## config.mk

```make
export PLATFORM = sky130hd
export DESIGN_NAME = rwt_wakeup_timer
export DESIGN_NICKNAME = d
export VERILOG_FILES = /design/src/hdl/rwt_pkg.sv /design/src/hdl/rwt_tick_gen.sv /design/src/hdl/rwt_wakeup_timer.sv
export SDC_FILE = /design/constraint.sdc
export NUM_CORES = 1
export LEC_CHECK = 0
export ABC_AREA = 1
export BUFFER_PORTS_ARGS = -buffer_cell sky130_fd_sc_hd__buf_2
export CAP_MARGIN = 20
export CORE_MARGIN = 5
export CORE_UTILIZATION = 40
export CTS_BUF_LIST = sky130_fd_sc_hd__clkbuf_8
export DETAILED_ROUTE_END_ITERATION = 8
export PLACE_DENSITY = 0.69
export SLEW_MARGIN = 15
export SYNTH_ARGS = -nofsm -noshare
export SYNTH_HDL_FRONTEND = slang
export SYNTH_SLANG_ARGS = --single-unit
```

## constraint.sdc

```tcl
create_clock -name mclk_i -period 2.1 [get_ports mclk_i]
set_clock_uncertainty 0.15 [all_clocks]
set_input_delay 0.42 -clock mclk_i [delete_from_list [all_inputs] [get_ports mclk_i]]
set_output_delay 0.42 -clock mclk_i [all_outputs]
set_load 0.03 [all_outputs]
```

## src/hdl/rwt_pkg.sv

```systemverilog
// Functional notes
// Down-counter auto-reloads, periodic events while enabled.
// Zero reach sets flag; interrupt if enabled.
// Logic stays running on kernel clock always.
// Wakeup event optionally drives alarm pad, polarity.
// Key 0xCA then 0x53 unlocks protected registers.
// Key 0xFF relocks; protected writes then ignored.
// Clear enable before changing reload or select.
// Write-allowed flag sets two cycles after disable.
// Sixteen-bit reload value in reload register.
// Setting enable restarts count from reload value.
// Select 0xx ticks kernel clock over 16/8/4/2.
// Select 10x ticks on calendar prescaler output.
// Select 11x adds 0x10000 to reload value.
// Period is effective reload plus one ticks.
// Zero reload with select 011 is prohibited.
// Flag stays set until software clears it.
package rwt_pkg;
    localparam int ADDR_W = 4;
    localparam logic [ADDR_W-1:0] OFF_KEY    = 4'h0;
    localparam logic [ADDR_W-1:0] OFF_CTRL   = 4'h4;
    localparam logic [ADDR_W-1:0] OFF_STAT   = 4'h8;
    localparam logic [ADDR_W-1:0] OFF_RELOAD = 4'hC;
    localparam logic [7:0] KEY_FIRST = 8'hCA;
    localparam logic [7:0] KEY_SECOND = 8'h53;
    localparam logic [7:0] KEY_LOCK = 8'hFF;
    // Control register fields.
    localparam int CTRL_SEL_LSB = 0;
    localparam int CTRL_EN_BIT = 3;
    localparam int CTRL_OUT_EN_BIT = 4;
    localparam int CTRL_POL_BIT = 5;
    // Status register: bit 0 wakeup flag, bit 1 write allowed,
    // bit 2 unlocked; interrupt mask sits at bit 8.
    localparam int STAT_FLAG_BIT = 0;
    localparam int STAT_WA_BIT = 1;
    localparam int STAT_UNLK_BIT = 2;
    localparam int STAT_MASK_BIT = 8;
    localparam logic [15:0] RELOAD_RST = 16'hFFFF;
    localparam logic [2:0] SEL_RST = 3'h0;
    localparam logic [16:0] EXT_OFFSET = 17'h10000;
    localparam int WA_DELAY = 2;
    localparam logic [1:0] WA_DELAY_CNT = 2'(WA_DELAY);

    typedef enum logic [1:0] {
        RWT_LOCKED,
        RWT_HALF,
        RWT_OPEN
    } rwt_key_t;

    typedef struct packed {
        logic [ADDR_W-1:0] address;
        logic              read;
        logic              write;
        logic [31:0]       writedata;
        logic [3:0]        byteenable;
    } rwt_bus_req_t;

    typedef struct packed {
        logic [31:0] readdata;
        logic        waitrequest;
    } rwt_bus_rsp_t;
endpackage

```

## src/hdl/rwt_tick_gen.sv

```systemverilog
`timescale 1ns/1ps
`default_nettype none
module rwt_tick_gen
    import rwt_pkg::*;
(
    input  wire logic       mclk_i,
    input  wire logic       rstn_i,
    input  wire logic       run_i,
    input  wire logic [2:0] sel_i,
    input  wire logic       cal_tick_i,
    output logic            tick_o
);
    typedef struct packed {
        logic [3:0] div;
        logic       tick;
    } rwt_tick_st_t;

    rwt_tick_st_t st_r;
    rwt_tick_st_t st_nxt;
    logic [3:0]   top;

    always_comb begin
        st_nxt = st_r;
        top = 4'hF >> sel_i[1:0];
        st_nxt.tick = 1'b0;
        if (!run_i) begin
            st_nxt.div = 4'h0;
        end else if (sel_i[2]) begin
            st_nxt.tick = cal_tick_i;
        end else if (st_r.div >= top) begin
            st_nxt.div = 4'h0;
            st_nxt.tick = 1'b1;
        end else begin
            st_nxt.div = st_r.div + 4'h1;
        end
    end

    always_ff @(posedge mclk_i) begin
        if (!rstn_i) begin
            st_r <= '0;
        end else begin
            st_r <= st_nxt;
        end
    end

    assign tick_o = st_r.tick;
endmodule
`default_nettype wire

```

## src/hdl/rwt_wakeup_timer.sv

```systemverilog
// The Avalon-MM slave port and the register addresses were chosen for this implementation.
`timescale 1ns/1ps
`default_nettype none
module rwt_wakeup_timer
    import rwt_pkg::*;
(
    input  wire logic                 mclk_i,
    input  wire logic                 rstn_i,
    input  wire rwt_pkg::rwt_bus_req_t bus_req_i,
    input  wire logic                 cal_tick_i,
    output rwt_pkg::rwt_bus_rsp_t     bus_rsp_o,
    output logic                      irq_o,
    output logic                      alarm_pad_o
);
    import rwt_pkg::*;

    typedef struct packed {
        rwt_key_t     key;
        logic         en;
        logic [2:0]   sel;
        logic         out_en;
        logic         pol;
        logic [15:0]  reload;
        logic [16:0]  cnt;
        logic         flag;
        logic         mask;
        logic         wa;
        logic [1:0]   wa_cnt;
        logic         ack;
        logic [31:0]  rdata;
        logic         irq;
        logic         pad;
    } rwt_state_t;

    rwt_state_t st_r;
    rwt_state_t st_nxt;
    logic       tick;
    logic       zero_evt;
    logic       wr;
    logic       rd;
    logic       prot_ok;

    function automatic logic [16:0] eff_reload(input logic [2:0] s,
                                               input logic [15:0] v);
        eff_reload = s[2] & s[1] ? EXT_OFFSET + {1'b0, v}
                                 : {1'b0, v};
    endfunction

    // Runs on the kernel clock, which is kept alive in low power. R03
    rwt_tick_gen u_tick (
        .mclk_i     (mclk_i),
        .rstn_i     (rstn_i),
        .run_i      (st_r.en),
        .sel_i      (st_r.sel),
        .cal_tick_i (cal_tick_i),
        .tick_o     (tick)
    );

    // One wait cycle per access: read data is captured in the request
    // cycle, and a write lands at the edge that ends the answer cycle,
    // which is the edge at which the master sees waitrequest low.
    assign wr = bus_req_i.write & st_r.ack;
    assign rd = bus_req_i.read & ~st_r.ack;
    assign prot_ok = (st_r.key == RWT_OPEN);
    assign zero_evt = st_r.en & tick & (st_r.cnt == 17'h0);

    always_comb begin
        st_nxt = st_r;
        st_nxt.ack = (bus_req_i.write | bus_req_i.read) & ~st_r.ack;
        // Count to zero, then reload: period is effective reload plus one ticks.
        if (st_r.en && tick) begin
            if (st_r.cnt == 17'h0) begin
                st_nxt.cnt = eff_reload(st_r.sel, st_r.reload);
            end else begin
                st_nxt.cnt = st_r.cnt - 17'h1;
            end
        end
        // The write-allowed flag is the inverse of the enable, with a short lag.
        if (st_r.en) begin
            st_nxt.wa = 1'b0;
            st_nxt.wa_cnt = 2'h0;
        end else if (!st_r.wa) begin
            if (st_r.wa_cnt == WA_DELAY_CNT - 2'h1) begin
                st_nxt.wa = 1'b1;
            end else begin
                st_nxt.wa_cnt = st_r.wa_cnt + 2'h1;
            end
        end
        if (wr && bus_req_i.byteenable[0]) begin
            case (bus_req_i.address)
                OFF_KEY: begin
                    if (bus_req_i.writedata[7:0] == KEY_LOCK) begin
                        st_nxt.key = RWT_LOCKED;
                    end else if (st_r.key != RWT_OPEN &&
                                 bus_req_i.writedata[7:0] == KEY_FIRST) begin
                        st_nxt.key = RWT_HALF;
                    end else if (st_r.key == RWT_HALF &&
                                 bus_req_i.writedata[7:0] == KEY_SECOND) begin
                        st_nxt.key = RWT_OPEN;
                    end else if (st_r.key != RWT_OPEN) begin
                        st_nxt.key = RWT_LOCKED;
                    end
                end
                OFF_CTRL: begin
                    if (prot_ok) begin
                        // Select only changes while the counter is
                        // stopped and the flag is up. R07
                        if (st_r.wa) begin
                            st_nxt.sel = bus_req_i.writedata[
                                CTRL_SEL_LSB+:3];
                        end
                        st_nxt.en = bus_req_i.writedata[CTRL_EN_BIT];
                        st_nxt.out_en = bus_req_i.writedata[CTRL_OUT_EN_BIT];
                        st_nxt.pol = bus_req_i.writedata[CTRL_POL_BIT];
                        if (bus_req_i.writedata[CTRL_EN_BIT] && !st_r.en) begin
                            st_nxt.cnt = eff_reload(st_nxt.sel,
                                                    st_r.reload);
                        end
                    end
                end
                OFF_STAT: begin
                    if (bus_req_i.writedata[STAT_FLAG_BIT]) begin
                        st_nxt.flag = 1'b0;
                    end
                end
                OFF_RELOAD: begin
                    if (prot_ok && st_r.wa) begin
                        st_nxt.reload = bus_req_i.writedata[15:0];
                    end
                end
                default: begin
                end
            endcase
        end
        if (wr && bus_req_i.byteenable[1] &&
            bus_req_i.address == OFF_STAT) begin
            st_nxt.mask = bus_req_i.writedata[STAT_MASK_BIT];
        end
        // Set beats clear in the same cycle.
        if (zero_evt) begin
            st_nxt.flag = 1'b1;
        end
        st_nxt.irq = st_nxt.flag & st_nxt.mask;
        st_nxt.pad = (st_nxt.out_en & st_nxt.flag) ^ st_nxt.pol;
        st_nxt.rdata = 32'h0;
        if (rd) begin
            case (bus_req_i.address)
                OFF_CTRL: begin
                    st_nxt.rdata[CTRL_SEL_LSB+:3] = st_r.sel;
                    st_nxt.rdata[CTRL_EN_BIT] = st_r.en;
                    st_nxt.rdata[CTRL_OUT_EN_BIT] = st_r.out_en;
                    st_nxt.rdata[CTRL_POL_BIT] = st_r.pol;
                end
                OFF_STAT: begin
                    st_nxt.rdata[STAT_FLAG_BIT] = st_r.flag;
                    st_nxt.rdata[STAT_WA_BIT] = st_r.wa;
                    st_nxt.rdata[STAT_UNLK_BIT] = prot_ok;
                    st_nxt.rdata[STAT_MASK_BIT] = st_r.mask;
                end
                OFF_RELOAD: begin
                    st_nxt.rdata[15:0] = st_r.reload;
                end
                default: begin
                end
            endcase
        end
    end

    always_ff @(posedge mclk_i) begin
        if (!rstn_i) begin
            st_r <= '0;
            st_r.key <= RWT_LOCKED;
            st_r.sel <= SEL_RST;
            st_r.reload <= RELOAD_RST;
            st_r.wa <= 1'b1;
        end else begin
            st_r <= st_nxt;
        end
    end

    assign bus_rsp_o.readdata = st_r.rdata;
    assign bus_rsp_o.waitrequest = ~st_r.ack;
    assign irq_o = st_r.irq;
    assign alarm_pad_o = st_r.pad;

    property p_flag_on_zero;
        @(posedge mclk_i) disable iff (!rstn_i)
        zero_evt |=> st_r.flag;
    endproperty
    a_flag_on_zero: assert property (p_flag_on_zero)
        else $error("Flag not set after zero reach.");

    property p_reload_after_zero;
        @(posedge mclk_i) disable iff (!rstn_i)
        zero_evt |=> st_r.cnt == eff_reload($past(st_r.sel),
                                            $past(st_r.reload));
    endproperty
    a_reload_after_zero: assert property (p_reload_after_zero)
        else $error("Counter did not reload after zero.");

    property p_wa_delay;
        @(posedge mclk_i) disable iff (!rstn_i)
        $fell(st_r.en) ##1 !st_r.en |-> ##1 st_r.wa;
    endproperty
    a_wa_delay: assert property (p_wa_delay)
        else $error("Write allowed flag late.");

    property p_wa_low_when_en;
        @(posedge mclk_i) disable iff (!rstn_i)
        $rose(st_r.en) |=> !st_r.wa;
    endproperty
    a_wa_low_when_en: assert property (p_wa_low_when_en)
        else $error("Write allowed flag high while running.");

    property p_locked_ignore;
        @(posedge mclk_i) disable iff (!rstn_i)
        st_r.key != RWT_OPEN |=> $stable(st_r.reload) && $stable(st_r.en);
    endproperty
    a_locked_ignore: assert property (p_locked_ignore)
        else $error("Protected register changed while locked.");

    property p_unlock;
        @(posedge mclk_i) disable iff (!rstn_i)
        wr && bus_req_i.byteenable[0] && bus_req_i.address == OFF_KEY &&
        st_r.key == RWT_HALF && bus_req_i.writedata[7:0] == KEY_SECOND
        |=> st_r.key == RWT_OPEN;
    endproperty
    a_unlock: assert property (p_unlock)
        else $error("Key sequence did not unlock.");

    property p_restart;
        @(posedge mclk_i) disable iff (!rstn_i)
        $rose(st_r.en) |-> st_r.cnt == eff_reload(st_r.sel, st_r.reload);
    endproperty
    a_restart: assert property (p_restart)
        else $error("Enable did not restart from reload.");

    property p_flag_sticky;
        @(posedge mclk_i) disable iff (!rstn_i)
        st_r.flag && !(wr && bus_req_i.address == OFF_STAT) |=> st_r.flag;
    endproperty
    a_flag_sticky: assert property (p_flag_sticky)
        else $error("Flag dropped without a clear.");

    property p_irq;
        @(posedge mclk_i) disable iff (!rstn_i)
        irq_o == (st_r.flag && st_r.mask);
    endproperty
    a_irq: assert property (p_irq)
        else $error("Interrupt does not follow flag and mask.");

    property p_stop_hold;
        @(posedge mclk_i) disable iff (!rstn_i)
        !st_r.en && !$rose(st_r.en) ##1 !st_r.en |-> $stable(st_r.cnt);
    endproperty
    a_stop_hold: assert property (p_stop_hold)
        else $error("Counter moved while disabled.");

    property p_pad;
        @(posedge mclk_i) disable iff (!rstn_i)
        st_r.flag && st_r.out_en |-> alarm_pad_o != st_r.pol;
    endproperty
    a_pad: assert property (p_pad)
        else $error("Alarm pad not active with flag set.");

    property p_pad_idle;
        @(posedge mclk_i) disable iff (!rstn_i)
        !st_r.flag |-> alarm_pad_o == st_r.pol;
    endproperty
    a_pad_idle: assert property (p_pad_idle)
        else $error("Alarm pad not idle with flag clear.");

    property p_count_down;
        @(posedge mclk_i) disable iff (!rstn_i)
        st_r.en && tick && st_r.cnt != 17'h0 |=>
            st_r.cnt == $past(st_r.cnt) - 17'h1;
    endproperty
    a_count_down: assert property (p_count_down)
        else $error("Counter did not step down on a tick.");

    // Only the divide-by-two rate is checked here: a restart by a fast
    // master could land inside the longer gaps of the slower rates.
    property p_div2_rate;
        @(posedge mclk_i) disable iff (!rstn_i)
        st_r.en && tick && st_r.sel == 3'b011 |=>
            !tick ##1 (tick || !st_r.en);
    endproperty
    a_div2_rate: assert property (p_div2_rate)
        else $error("Divide by two tick spacing wrong.");

    property p_cal_tick;
        @(posedge mclk_i) disable iff (!rstn_i)
        st_r.en && st_r.sel[2] && cal_tick_i |=> tick;
    endproperty
    a_cal_tick: assert property (p_cal_tick)
        else $error("Calendar tick not passed to the counter.");

    property p_ext_restart;
        @(posedge mclk_i) disable iff (!rstn_i)
        $rose(st_r.en) && st_r.sel[2:1] == 2'b11 |->
            st_r.cnt == EXT_OFFSET + {1'b0, st_r.reload};
    endproperty
    a_ext_restart: assert property (p_ext_restart)
        else $error("Extended range start value wrong.");

    property p_cfg_hold;
        @(posedge mclk_i) disable iff (!rstn_i)
        !st_r.wa |=> $stable(st_r.sel) && $stable(st_r.reload);
    endproperty
    a_cfg_hold: assert property (p_cfg_hold)
        else $error("Select or reload changed while not allowed.");

    property p_reload_write;
        @(posedge mclk_i) disable iff (!rstn_i)
        wr && bus_req_i.byteenable[0] && bus_req_i.address == OFF_RELOAD &&
        prot_ok && st_r.wa |=>
            st_r.reload == $past(bus_req_i.writedata[15:0]);
    endproperty
    a_reload_write: assert property (p_reload_write)
        else $error("Allowed reload write did not land.");

    property p_flag_clear;
        @(posedge mclk_i) disable iff (!rstn_i)
        wr && bus_req_i.byteenable[0] && bus_req_i.address == OFF_STAT &&
        bus_req_i.writedata[STAT_FLAG_BIT] && !zero_evt |=> !st_r.flag;
    endproperty
    a_flag_clear: assert property (p_flag_clear)
        else $error("Flag not cleared by a one written.");

    property p_relock;
        @(posedge mclk_i) disable iff (!rstn_i)
        wr && bus_req_i.byteenable[0] && bus_req_i.address == OFF_KEY &&
        bus_req_i.writedata[7:0] == KEY_LOCK |=> st_r.key == RWT_LOCKED;
    endproperty
    a_relock: assert property (p_relock)
        else $error("Lock key did not relock.");

    c_zero: cover property (@(posedge mclk_i) zero_evt);
    c_ext: cover property (@(posedge mclk_i)
        $rose(st_r.en) && st_r.sel[2:1] == 2'b11);
    c_irq: cover property (@(posedge mclk_i) $rose(irq_o));
    c_open: cover property (@(posedge mclk_i) $rose(prot_ok));
endmodule
`default_nettype wire

```

==> After elaboration in Yosys (flattened, before gate mapping) <==
Cells that the tools add are included.
Widths: inputs -> output; s select.
{ "totals": {"output_inout_bits": 35, "in_bits": 45, "wordCells": 107, "ff_bits": 86} }
{ "op_classes": {"n_eq_ne": 11, "bitwise": 15, "n_addsub": 4, "n_mux": 34, "order_cmp": 1, "reduce_logical": 21, "shift": 1} }
{ "ops": {"columns": ["op", "n"], "rows": [
  ["$mux 17", 7],
  ["$mux 36", 1],
  ["$mux 16", 2],
  ["$mux 3", 6],
  ["$add 17x16->17 const A", 1],
  ["$logic_not 17->1", 1],
  ["$sub 17x1->17 const B", 1],
  ["$eq 8x8->1 const B", 2],
  ["$mux 2", 7],
  ["$reduce_and 3->1", 4],
  ["$and 1x1->1", 9],
  ["$pmux 3 s3", 1],
  ["$eq 4x4->1 const B", 2],
  ["$eq 8x7->1 const B", 1],
  ["$logic_and 1x1->1", 8],
  ["$mux 1", 7],
  ["$pmux 3 s2", 1],
  ["$reduce_and 2->1", 3],
  ["$add 4x1->4 const B", 1],
  ["$eq 2x1->1 const B", 2],
  ["$eq 4x3->1 const B", 1],
  ["$ge 4x4->1", 1],
  ["$logic_not 4->1", 1],
  ["$mux 4", 1],
  ["other kinds (13)", 16]
]} }

==> Depth between registers and ports, before layout <==
Gate-level depths: netlist of run 1.
{ "logic_depth": {"word_depth": 13, "ltp_mapped": 10, "depth_no_buf": 10} }

==> By module <==
A second synthesis of run 1 with hierarchy kept.
{ "unflattened": {"cells_unflattened": 532, "hier_area_um2": 3847.4} }
{ "by_module_without_submodules": {"columns": ["mod", "cells_per_inst", "area_per_inst_um2", "seq_area_each_um2", "n_inst"], "rows": [
  ["rwt_wakeup_timer", 490, 3540.9, 1301.2, 1],
  ["rwt_tick_gen", 42, 306.5, 100.1, 1]
]} }

==> Worst setup path before layout of run 1 <==
Ideal clock, no wire load.
{ "synth_timing": {"kind": "register to register", "startpoint": "reg st_r[40] in the netlist's numbering", "endpoint": "reg st_r[56] in the netlist's numbering", "stages_incl_launch_ff": 11, "path_buffers": 1, "setup_ns": 0.117, "arrival_ns": 1.299, "t_required_ns": 1.833, "synth_period_minus_slack_ns": 1.566, "slack_ns": 0.534, "cell_sequence": "dfxtp_1 -> inv_1 -> ha_1 -> nand2_1 -> nor2_4 -> buf_6 -> nand3_1 -> nand2_1 -> nand2_1 -> nor2_1 -> nor2_1"} }
{ "synth_via": {"elab_chain_cells": 7, "word_cells_on_any_way": 8, "cone_classes": "1 x add/sub; 6 x mux; 1 x reduce/logical"} }
{ "synth_rtl": {"columns": ["item", "line_no", "source"], "rows": [
  ["start: declaration", "rwt_wakeup_timer.sv:35", "rwt_state_t st_r;"],
  ["start signal: assignment", "rwt_wakeup_timer.sv:177", "st_r <= st_nxt;"],
  ["$sub 17x1->17 or $logic_not 17->1 (tied branches)", "rwt_wakeup_timer.sv:75, rwt_wakeup_timer.sv:72", null],
  ["$mux 17 *", "rwt_wakeup_timer.sv:72", "if (st_r.cnt == 17'h0) begin"],
  ["$mux 17 *", "rwt_wakeup_timer.sv:71", "if (st_r.en && tick) begin"],
  ["$mux 17", "rwt_wakeup_timer.sv:115", "if (bus_req_i.writedata[CTRL_EN_BIT] && !st_r.en) begin"],
  ["$mux 17", "rwt_wakeup_timer.sv:105", "if (prot_ok) begin"],
  ["$mux 17", "rwt_wakeup_timer.sv:90", "case (bus_req_i.address)"],
  ["$mux 36 *", "rwt_wakeup_timer.sv:89", "if (wr && bus_req_i.byteenable[0]) begin"]
]} }
Mark *: on every way between the ends. The rest lies on a longest branch, timed or not.
A chain may end at the register's enable or synchronous reset.

==> Worst setup path in the final report of run 1 <==
{ "layout_timing": {"startpoint": "reg st_r[40] in the netlist's numbering", "endpoint": "reg st_r (netlist bit alarm_pad_o)"} }
{ "layout_via": {"elab_chain_cells": 5} }
{ "layout_rtl": {"columns": ["item", "line_no", "source"], "rows": [
  ["$logic_not 17->1", "rwt_wakeup_timer.sv:65", "assign zero_evt = st_r.en & tick & (st_r.cnt == 17'h0);"],
  ["$and 1x1->1", "rwt_wakeup_timer.sv:65", null],
  ["$mux 1", "rwt_wakeup_timer.sv:140", "if (zero_evt) begin"],
  ["$and 1x1->1", "rwt_wakeup_timer.sv:144", "st_nxt.pad = (st_nxt.out_en & st_nxt.flag) ^ st_nxt.pol;"],
  ["$xor 1x1->1", "rwt_wakeup_timer.sv:144", null]
]} }
Every way passes these cells.

==> reports/qor.yml, run 1 <==
placement:
  pre_cts_slack_ns: 0.221
  place_congestion: 0.912
  dp_hpwl_mm: 6.55
  portBuffers: 45
clock_tree:
  clock-sinks: 70
  postCtsHoldBufs: 0
  clockBufferDepth: 2
  cts_buffers: 9
  cts_root_buffer: "clkbuf_8"
  postCtsSetupBuffers: 0
  clkLatencyLatePin_ns: 0.35
  htree_num_levels: 3
  cts_tree: "built"
  cts_resized: 0
  cts.clk_slew.worst_paths_ns: 0.08
sta:
  rsz0062_at_grt: "false"
  setup_viol: 0
  timing.final.crit_share: 0.883
  tightest_slew_ns: 0.548
  slew_headroom: 0.634
  drv_slew: 0
  fin_crit_ns: 1.86
  setup_ws_ns: 0.245
  hold_viol: 0
  setup_tns_ns: 0
  max_freq_mhz: 539
synth:
  mappedNetlistArea_um2: 3790
  ys.flop_type: "dfxtp_1"
  synth-edff-count: 0
  synth_cell_types: 37
  synthArstFlopShare: 0
  syn_inst: 547
  synth_area_per_cell_um2: 6.94
  ys_warn_count: 0
  synth-seq-area-share: 0.369
  ys_ff_latch: 70
power_and_ir_drop:
  seq_power_share: 0.545
  pwr-share-comb: 0.062
  power.leakage_nw: 2.21
  vdd_drop_max_v: 0.000433
  power.density_nw_per_um2: 595
  power_frac_clock: 0.393
  p_sw_frac: 0.259
  intPower_mw: 1.81
  power_switching_mw: 0.633
floorplan:
  ios: 80
  die_area_um2: 11500
  die_w_um: 107
  start_util: 0.411
  fp-row-count: 35
  core_area_um2: 9240
  die_h_um: 107
setup_path:
  path_class: "reg -> reg"
  crit_path_end_kind: "flop"
  critical_path_buf_inv_count: 1
  cp_top_family: "simple AND/OR/NAND/NOR gates"
  startpoint_type: "flop"
  cp.required_ns: 2.20
  critPathMaxStageDelay_ns: 0.30
  critPathSlowestCell: "dfxtp_1"
  cp_common_cell: "nand2_1"
  cp.arrival_ns: 1.96
  critPathMaxFanout: 10
  crit_chain: "inv_1 > ha_1 > nand2_1 > nor2_4 > nand4_1 > nand2_1 > nand2_1 > nand2_1 > nand2_1"
routing:
  vias_per_cell: 4.76
  vias: 3388
  routedWlPerCell_um: 12.0
  drc: 0
  wl_mm: 8.57
  ant_nets: 0
  dr.first_iter.drc_count: 178
  drt-pass1-iter-count: 4
grt:
  grt_pass1_vias: 3268
  grt_pass1_wl_mm: 14.7
  antenna_found_initial: 0
  grt_max_degree: 23
  grt-ovfl-total: 0
  grtUsageTotal: 0.158
cells_and_area:
  fillers: 957
  nets: 629
  multi_input_comb_area_um2: 1780
  regArea_um2: 1400
  antenna_cells: 0
  drive_gt1_frac: 0.139
  area_delta_synth_final_pct: 8.34
run_status:
  outcome: "completed"
hold_path:
  hold_class: "in -> reg"
run:
  drv_cap: 0
## synth_stat cells (3+ instances only)
master / instances / share of area
a211oi_1: 3 / 0.0059
a21oi_1: 18 / 0.024
buf_4: 35 / 0.069
buf_6: 3 / 0.0089
clkbuf_1: 4 / 0.0040
dfxtp_1: 70 / 0.37
ha_1: 6 / 0.020
inv_1: 85 / 0.084
nand2_1: 126 / 0.12
nand3_1: 37 / 0.049
nand4_1: 13 / 0.021
nor2_1: 64 / 0.063
nor2_4: 5 / 0.015
o211ai_1: 15 / 0.030
o21ai_0: 27 / 0.036
xnor2_1: 3 / 0.0069
xor2_1: 7 / 0.016
## layout make-up
class,count,area share
multi-input cells,358,0.432
inverters,88,0.0810
clock buffers,10,0.0335
repair buffers,51,0.0658
flip-flops and latches,70,0.341
clock inverters,6,0.00731
well taps,129,0.0393
## worst register-to-register path, stage by stage (launching register included)
cell and delay [ns]:
dfxtp_1 0.30, inv_1 0.10, ha_1 0.24, nand2_1 0.13, nor2_4 0.26, nand4_1 0.26, nand2_1 0.17, nand2_1 0.06
nand2_1 0.05, nand2_1 0.05
## final timing paths
| kind | startpoint | endpoint | slack [ns] | depth (start not counted) |
|---|---|---|---|---|
| max | st_r[40] | alarm_pad_o | 0.24 | 9 |
| min | bus_req_i[14] | st_r[67] | 0.14 | 3 |
| max reg2reg | st_r[40] | alarm_pad_o | 0.24 | 9 |
| min reg2reg | st_r[64] | bus_rsp_o[8] | 0.32 | 2 |
## cell families (layout without fill, tap and decap cells)
group	count (synthesis)	after routing	share of synthesized area
other cells	1	16	0.000988
buf+inv	134	155	0.177
fa+ha+maj	6	6	0.0198
compound gates	68	68	0.105
simple gates	258	258	0.305
flops	70	70	0.369
xor+xnor	10	10	0.0231
## metal layers
metal | GRT usage | routed length [um]
met1 | 0.195 | 3970
met3 | 0.0480 | 488
met4 | 0.0559 | 116
met5 | 0 | 0
met2 | 0.260 | 4000
## sequential cells by signal, summed over array words and instances, names as in the netlist
name and flops:
u_tick.st_r 4, st_r 47, irq_o 1, u_tick.tick_o 1
bus_rsp_o 16, alarm_pad_o 1
## placed cells by master (no fill, tap or decap), types with 2 or more instances in the layout
master / n
o221ai_1: 2
nand2_1: 126
nand4_1: 13
nor2_1: 64
o211ai_1: 15
a211oi_1: 3
xor2_1: 7
buf_4: 6
clkinv_2: 3
dfxtp_1: 70
nor2_2: 2
nor2_4: 5
nand3_1: 37
xnor2_1: 3
inv_2: 2
clkbuf_8: 10
o21ai_1: 2
conb_1: 16
buf_2: 45
inv_1: 87
o21ai_0: 27
nor3_1: 2
a21oi_1: 18
ha_1: 6
## power groups by stage
stage	Clock [mW]	Combinational (mW)	Sequential, mW
after global routing	1.05	0.164	1.33
after detailed placement	0	0.149	1.36
after floorplan	0	0.123	1.36
after global placement	0	0.148	1.36
final	0.963	0.151	1.33
after CTS	0.984	0.149	1.33
## through the flow
step	util	instances	cell area (um^2)	total power, mW	hold slack [ns]
2_1_floorplan	-	562	3850	1.49	0.287
3_3_place_gp	0.427	696	3940	1.51	0.309
3_5_place_dp	0.427	696	3940	1.51	0.305
4_1_cts	0.445	712	4110	2.47	0.127
5_1_grt	0.445	712	4110	2.55	0.138
6_report	0.445	712	4110	2.45	0.144
(Power assumes the default switching activity.)
==> run 2: changes to the inputs <==
--- a/config.mk
+++ b/config.mk
@@ -10,7 +10,7 @@
 export CAP_MARGIN = 20
 export CORE_MARGIN = 5
 export CORE_UTILIZATION = 40
-export CTS_BUF_LIST = sky130_fd_sc_hd__clkbuf_8
+export CTS_BUF_LIST = sky130_fd_sc_hd__clkbuf_4
 export DETAILED_ROUTE_END_ITERATION = 8
 export PLACE_DENSITY = 0.69
 export SLEW_MARGIN = 15
==> reports/qor.yml, run 2 (synthesis results as in run 1) <==
grt:
  grt_pass1_vias: 3291
  grt_pass1_wl_mm: 14.7
  grt-ovfl-total: 0
  grt_max_degree: 23
  grtUsageTotal: 0.157
  antenna_found_initial: 0
setup_path:
  ff2ff_setup_slack_ns: 0.25
  crit_path_end_kind: "flop"
  critPathSlowestCell: "dfxtp_1"
  crit_chain: "inv_1 > ha_1 > nand2_1 > nor2_4 > nand4_1 > nand2_1 > nand2_1 > nand2_1 > nand2_1"
  r2r-end: "alarm_pad_o"
  critPathMaxStageDelay_ns: 0.31
  crit_start: "st_r[40]"
  worstRegToRegCells: 9
  cp.arrival_ns: 2.03
  rr_startpoint: "st_r[40]"
  critPathMaxFanout: 10
  cp.required_ns: 2.28
  cp_common_cell: "nand2_1"
  crit_path_end: "alarm_pad_o"
  cp.depth: 9
  cp_top_family: "simple AND/OR/NAND/NOR gates"
  path_class: "reg -> reg"
  startpoint_type: "flop"
  critical_path_buf_inv_count: 1
placement:
  place_area_um2: 3940
  place_congestion: 0.912
  portBuffers: 45
  dp_hpwl_mm: 6.55
routing:
  highest_layer: "met4"
  wl_mm: 8.58
  vias_per_cell: 4.76
  met3_wirelength_um: 499
  drt-pass1-iter-count: 4
  vias: 3392
  dr.first_iter.drc_count: 161
  routedWlPerCell_um: 12.1
  drc: 0
  met2_length_mm: 3.95
  wl_met1_mm: 3.98
  ant_nets: 0
floorplan:
  die_h_um: 107
  die_area_um2: 11500
  core_area_um2: 9240
  die_w_um: 107
  ios: 80
  start_util: 0.411
  fp-row-count: 35
clock_tree:
  postCtsSetupBuffers: 0
  clockBufferDepth: 2
  cts_buffers: 9
  cts_resized: 0
  cts_tree: "built"
  cts.clk_slew.worst_paths_ns: 0.12
  clkLatencyLatePin_ns: 0.42
  postCtsHoldBufs: 0
  clock-sinks: 70
  htree_num_levels: 3
  cts_root_buffer: "clkbuf_4"
cells_and_area:
  fillers: 962
  mostFrequentLayoutCell: "nand2_1"
  area_delta_synth_final_pct: 6.79
  nets: 629
  multi_input_comb_area_um2: 1780
  largest_reg_flops: 47
  top_register: "st_r"
  final_cell_area_um2: 4050
  antenna_cells: 0
  fin_util: 0.438
  regArea_um2: 1400
  final_cell_mix: "nand2_1 (126), inv_1 (85), dfxtp_1 (70)"
  drive_gt1_frac: 0.141
power_and_ir_drop:
  power.density_nw_per_um2: 549
  power_mw: 2.23
  power.leakage_nw: 2.18
  vdd_drop_max_v: 0.000345
sta:
  setup_tns_ns: 0
  max_freq_mhz: 540
  setup_viol: 0
  drv_slew: 0
  slew_headroom: 0.623
  tightest_slew_ns: 0.564
  fin_crit_ns: 1.85
  timing.final.crit_share: 0.881
  rsz0062_at_grt: "false"
  hold_viol: 0
run_status:
  outcome: "completed"
run:
  drv_cap: 0
hold_path:
  hold_class: "in -> reg"
==> run 2: cell types whose count changed in the layout (fill, tap and decap cells not counted) <==
cell      previous run  this run
clkbuf_4             0        11
clkbuf_8            10         0
inv_1               87        85
clkinv_1             0         1
==> run 2: worst min path at each step <==
| stage | from | endpoint | cells past startpoint |
|---|---|---|---|
| after floorplan | st_r[63] | bus_rsp_o[7] | 2 |
| after global placement | st_r[64] | bus_rsp_o[8] | 2 |
| after detailed placement | st_r[64] | bus_rsp_o[8] | 2 |
| after CTS | bus_req_i[16] | st_r[69] | 3 |
| after global routing | bus_req_i[16] | st_r[69] | 3 |
| final | bus_req_i[13] | st_r[66] | 3 |
==> run 2: cell type report <==
| cell class | count | share of cell area |
|---|---|---|
| Multi-Input combinational cell | 358 | 0.439 |
| Sequential cell | 70 | 0.346 |
| Inverter | 88 | 0.0821 |
| Timing Repair Buffer | 51 | 0.0667 |
| Tap cell | 129 | 0.0398 |
| Clock buffer | 11 | 0.0204 |
| Clock inverter | 5 | 0.00649 |
==> run 2: worst reg2reg max path, cell delays in order (launching register included) <==
cell	delay [ns]
dfxtp_1	0.31
inv_1	0.10
ha_1	0.24
nand2_1	0.13
nor2_4	0.26
nand4_1	0.26
nand2_1	0.18
nand2_1	0.06
nand2_1	0.05
nand2_1	0.05
==> run 2: metal layers <==
metal	vias up	track usage
li1	1747	-
met1	1551	0.194
met2	84	0.264
met3	10	0.0408
met4	0	0.0532
met5	-	0
==> run 2: power by group <==
| part | internal (mW) | switching (mW) | total [mW] |
|---|---|---|---|
| Combinational | 0.0366 | 0.114 | 0.151 |
| Clock | 0.261 | 0.479 | 0.740 |
| Sequential | 1.33 | 0.00225 | 1.33 |
| Total | 1.63 | 0.596 | 2.23 |
==> run 2: stage by stage <==
step / setup WS [ns] / hold slack, ns / instances
3_5_place_dp: 0.221 / 0.305 / 696
5_1_grt: 0.0764 / 0.0580 / 712
2_1_floorplan: 0.534 / 0.287 / 562
3_3_place_gp: 0.224 / 0.309 / 696
6_report: 0.249 / 0.0739 / 712
4_1_cts: 0.227 / 0.0576 / 712
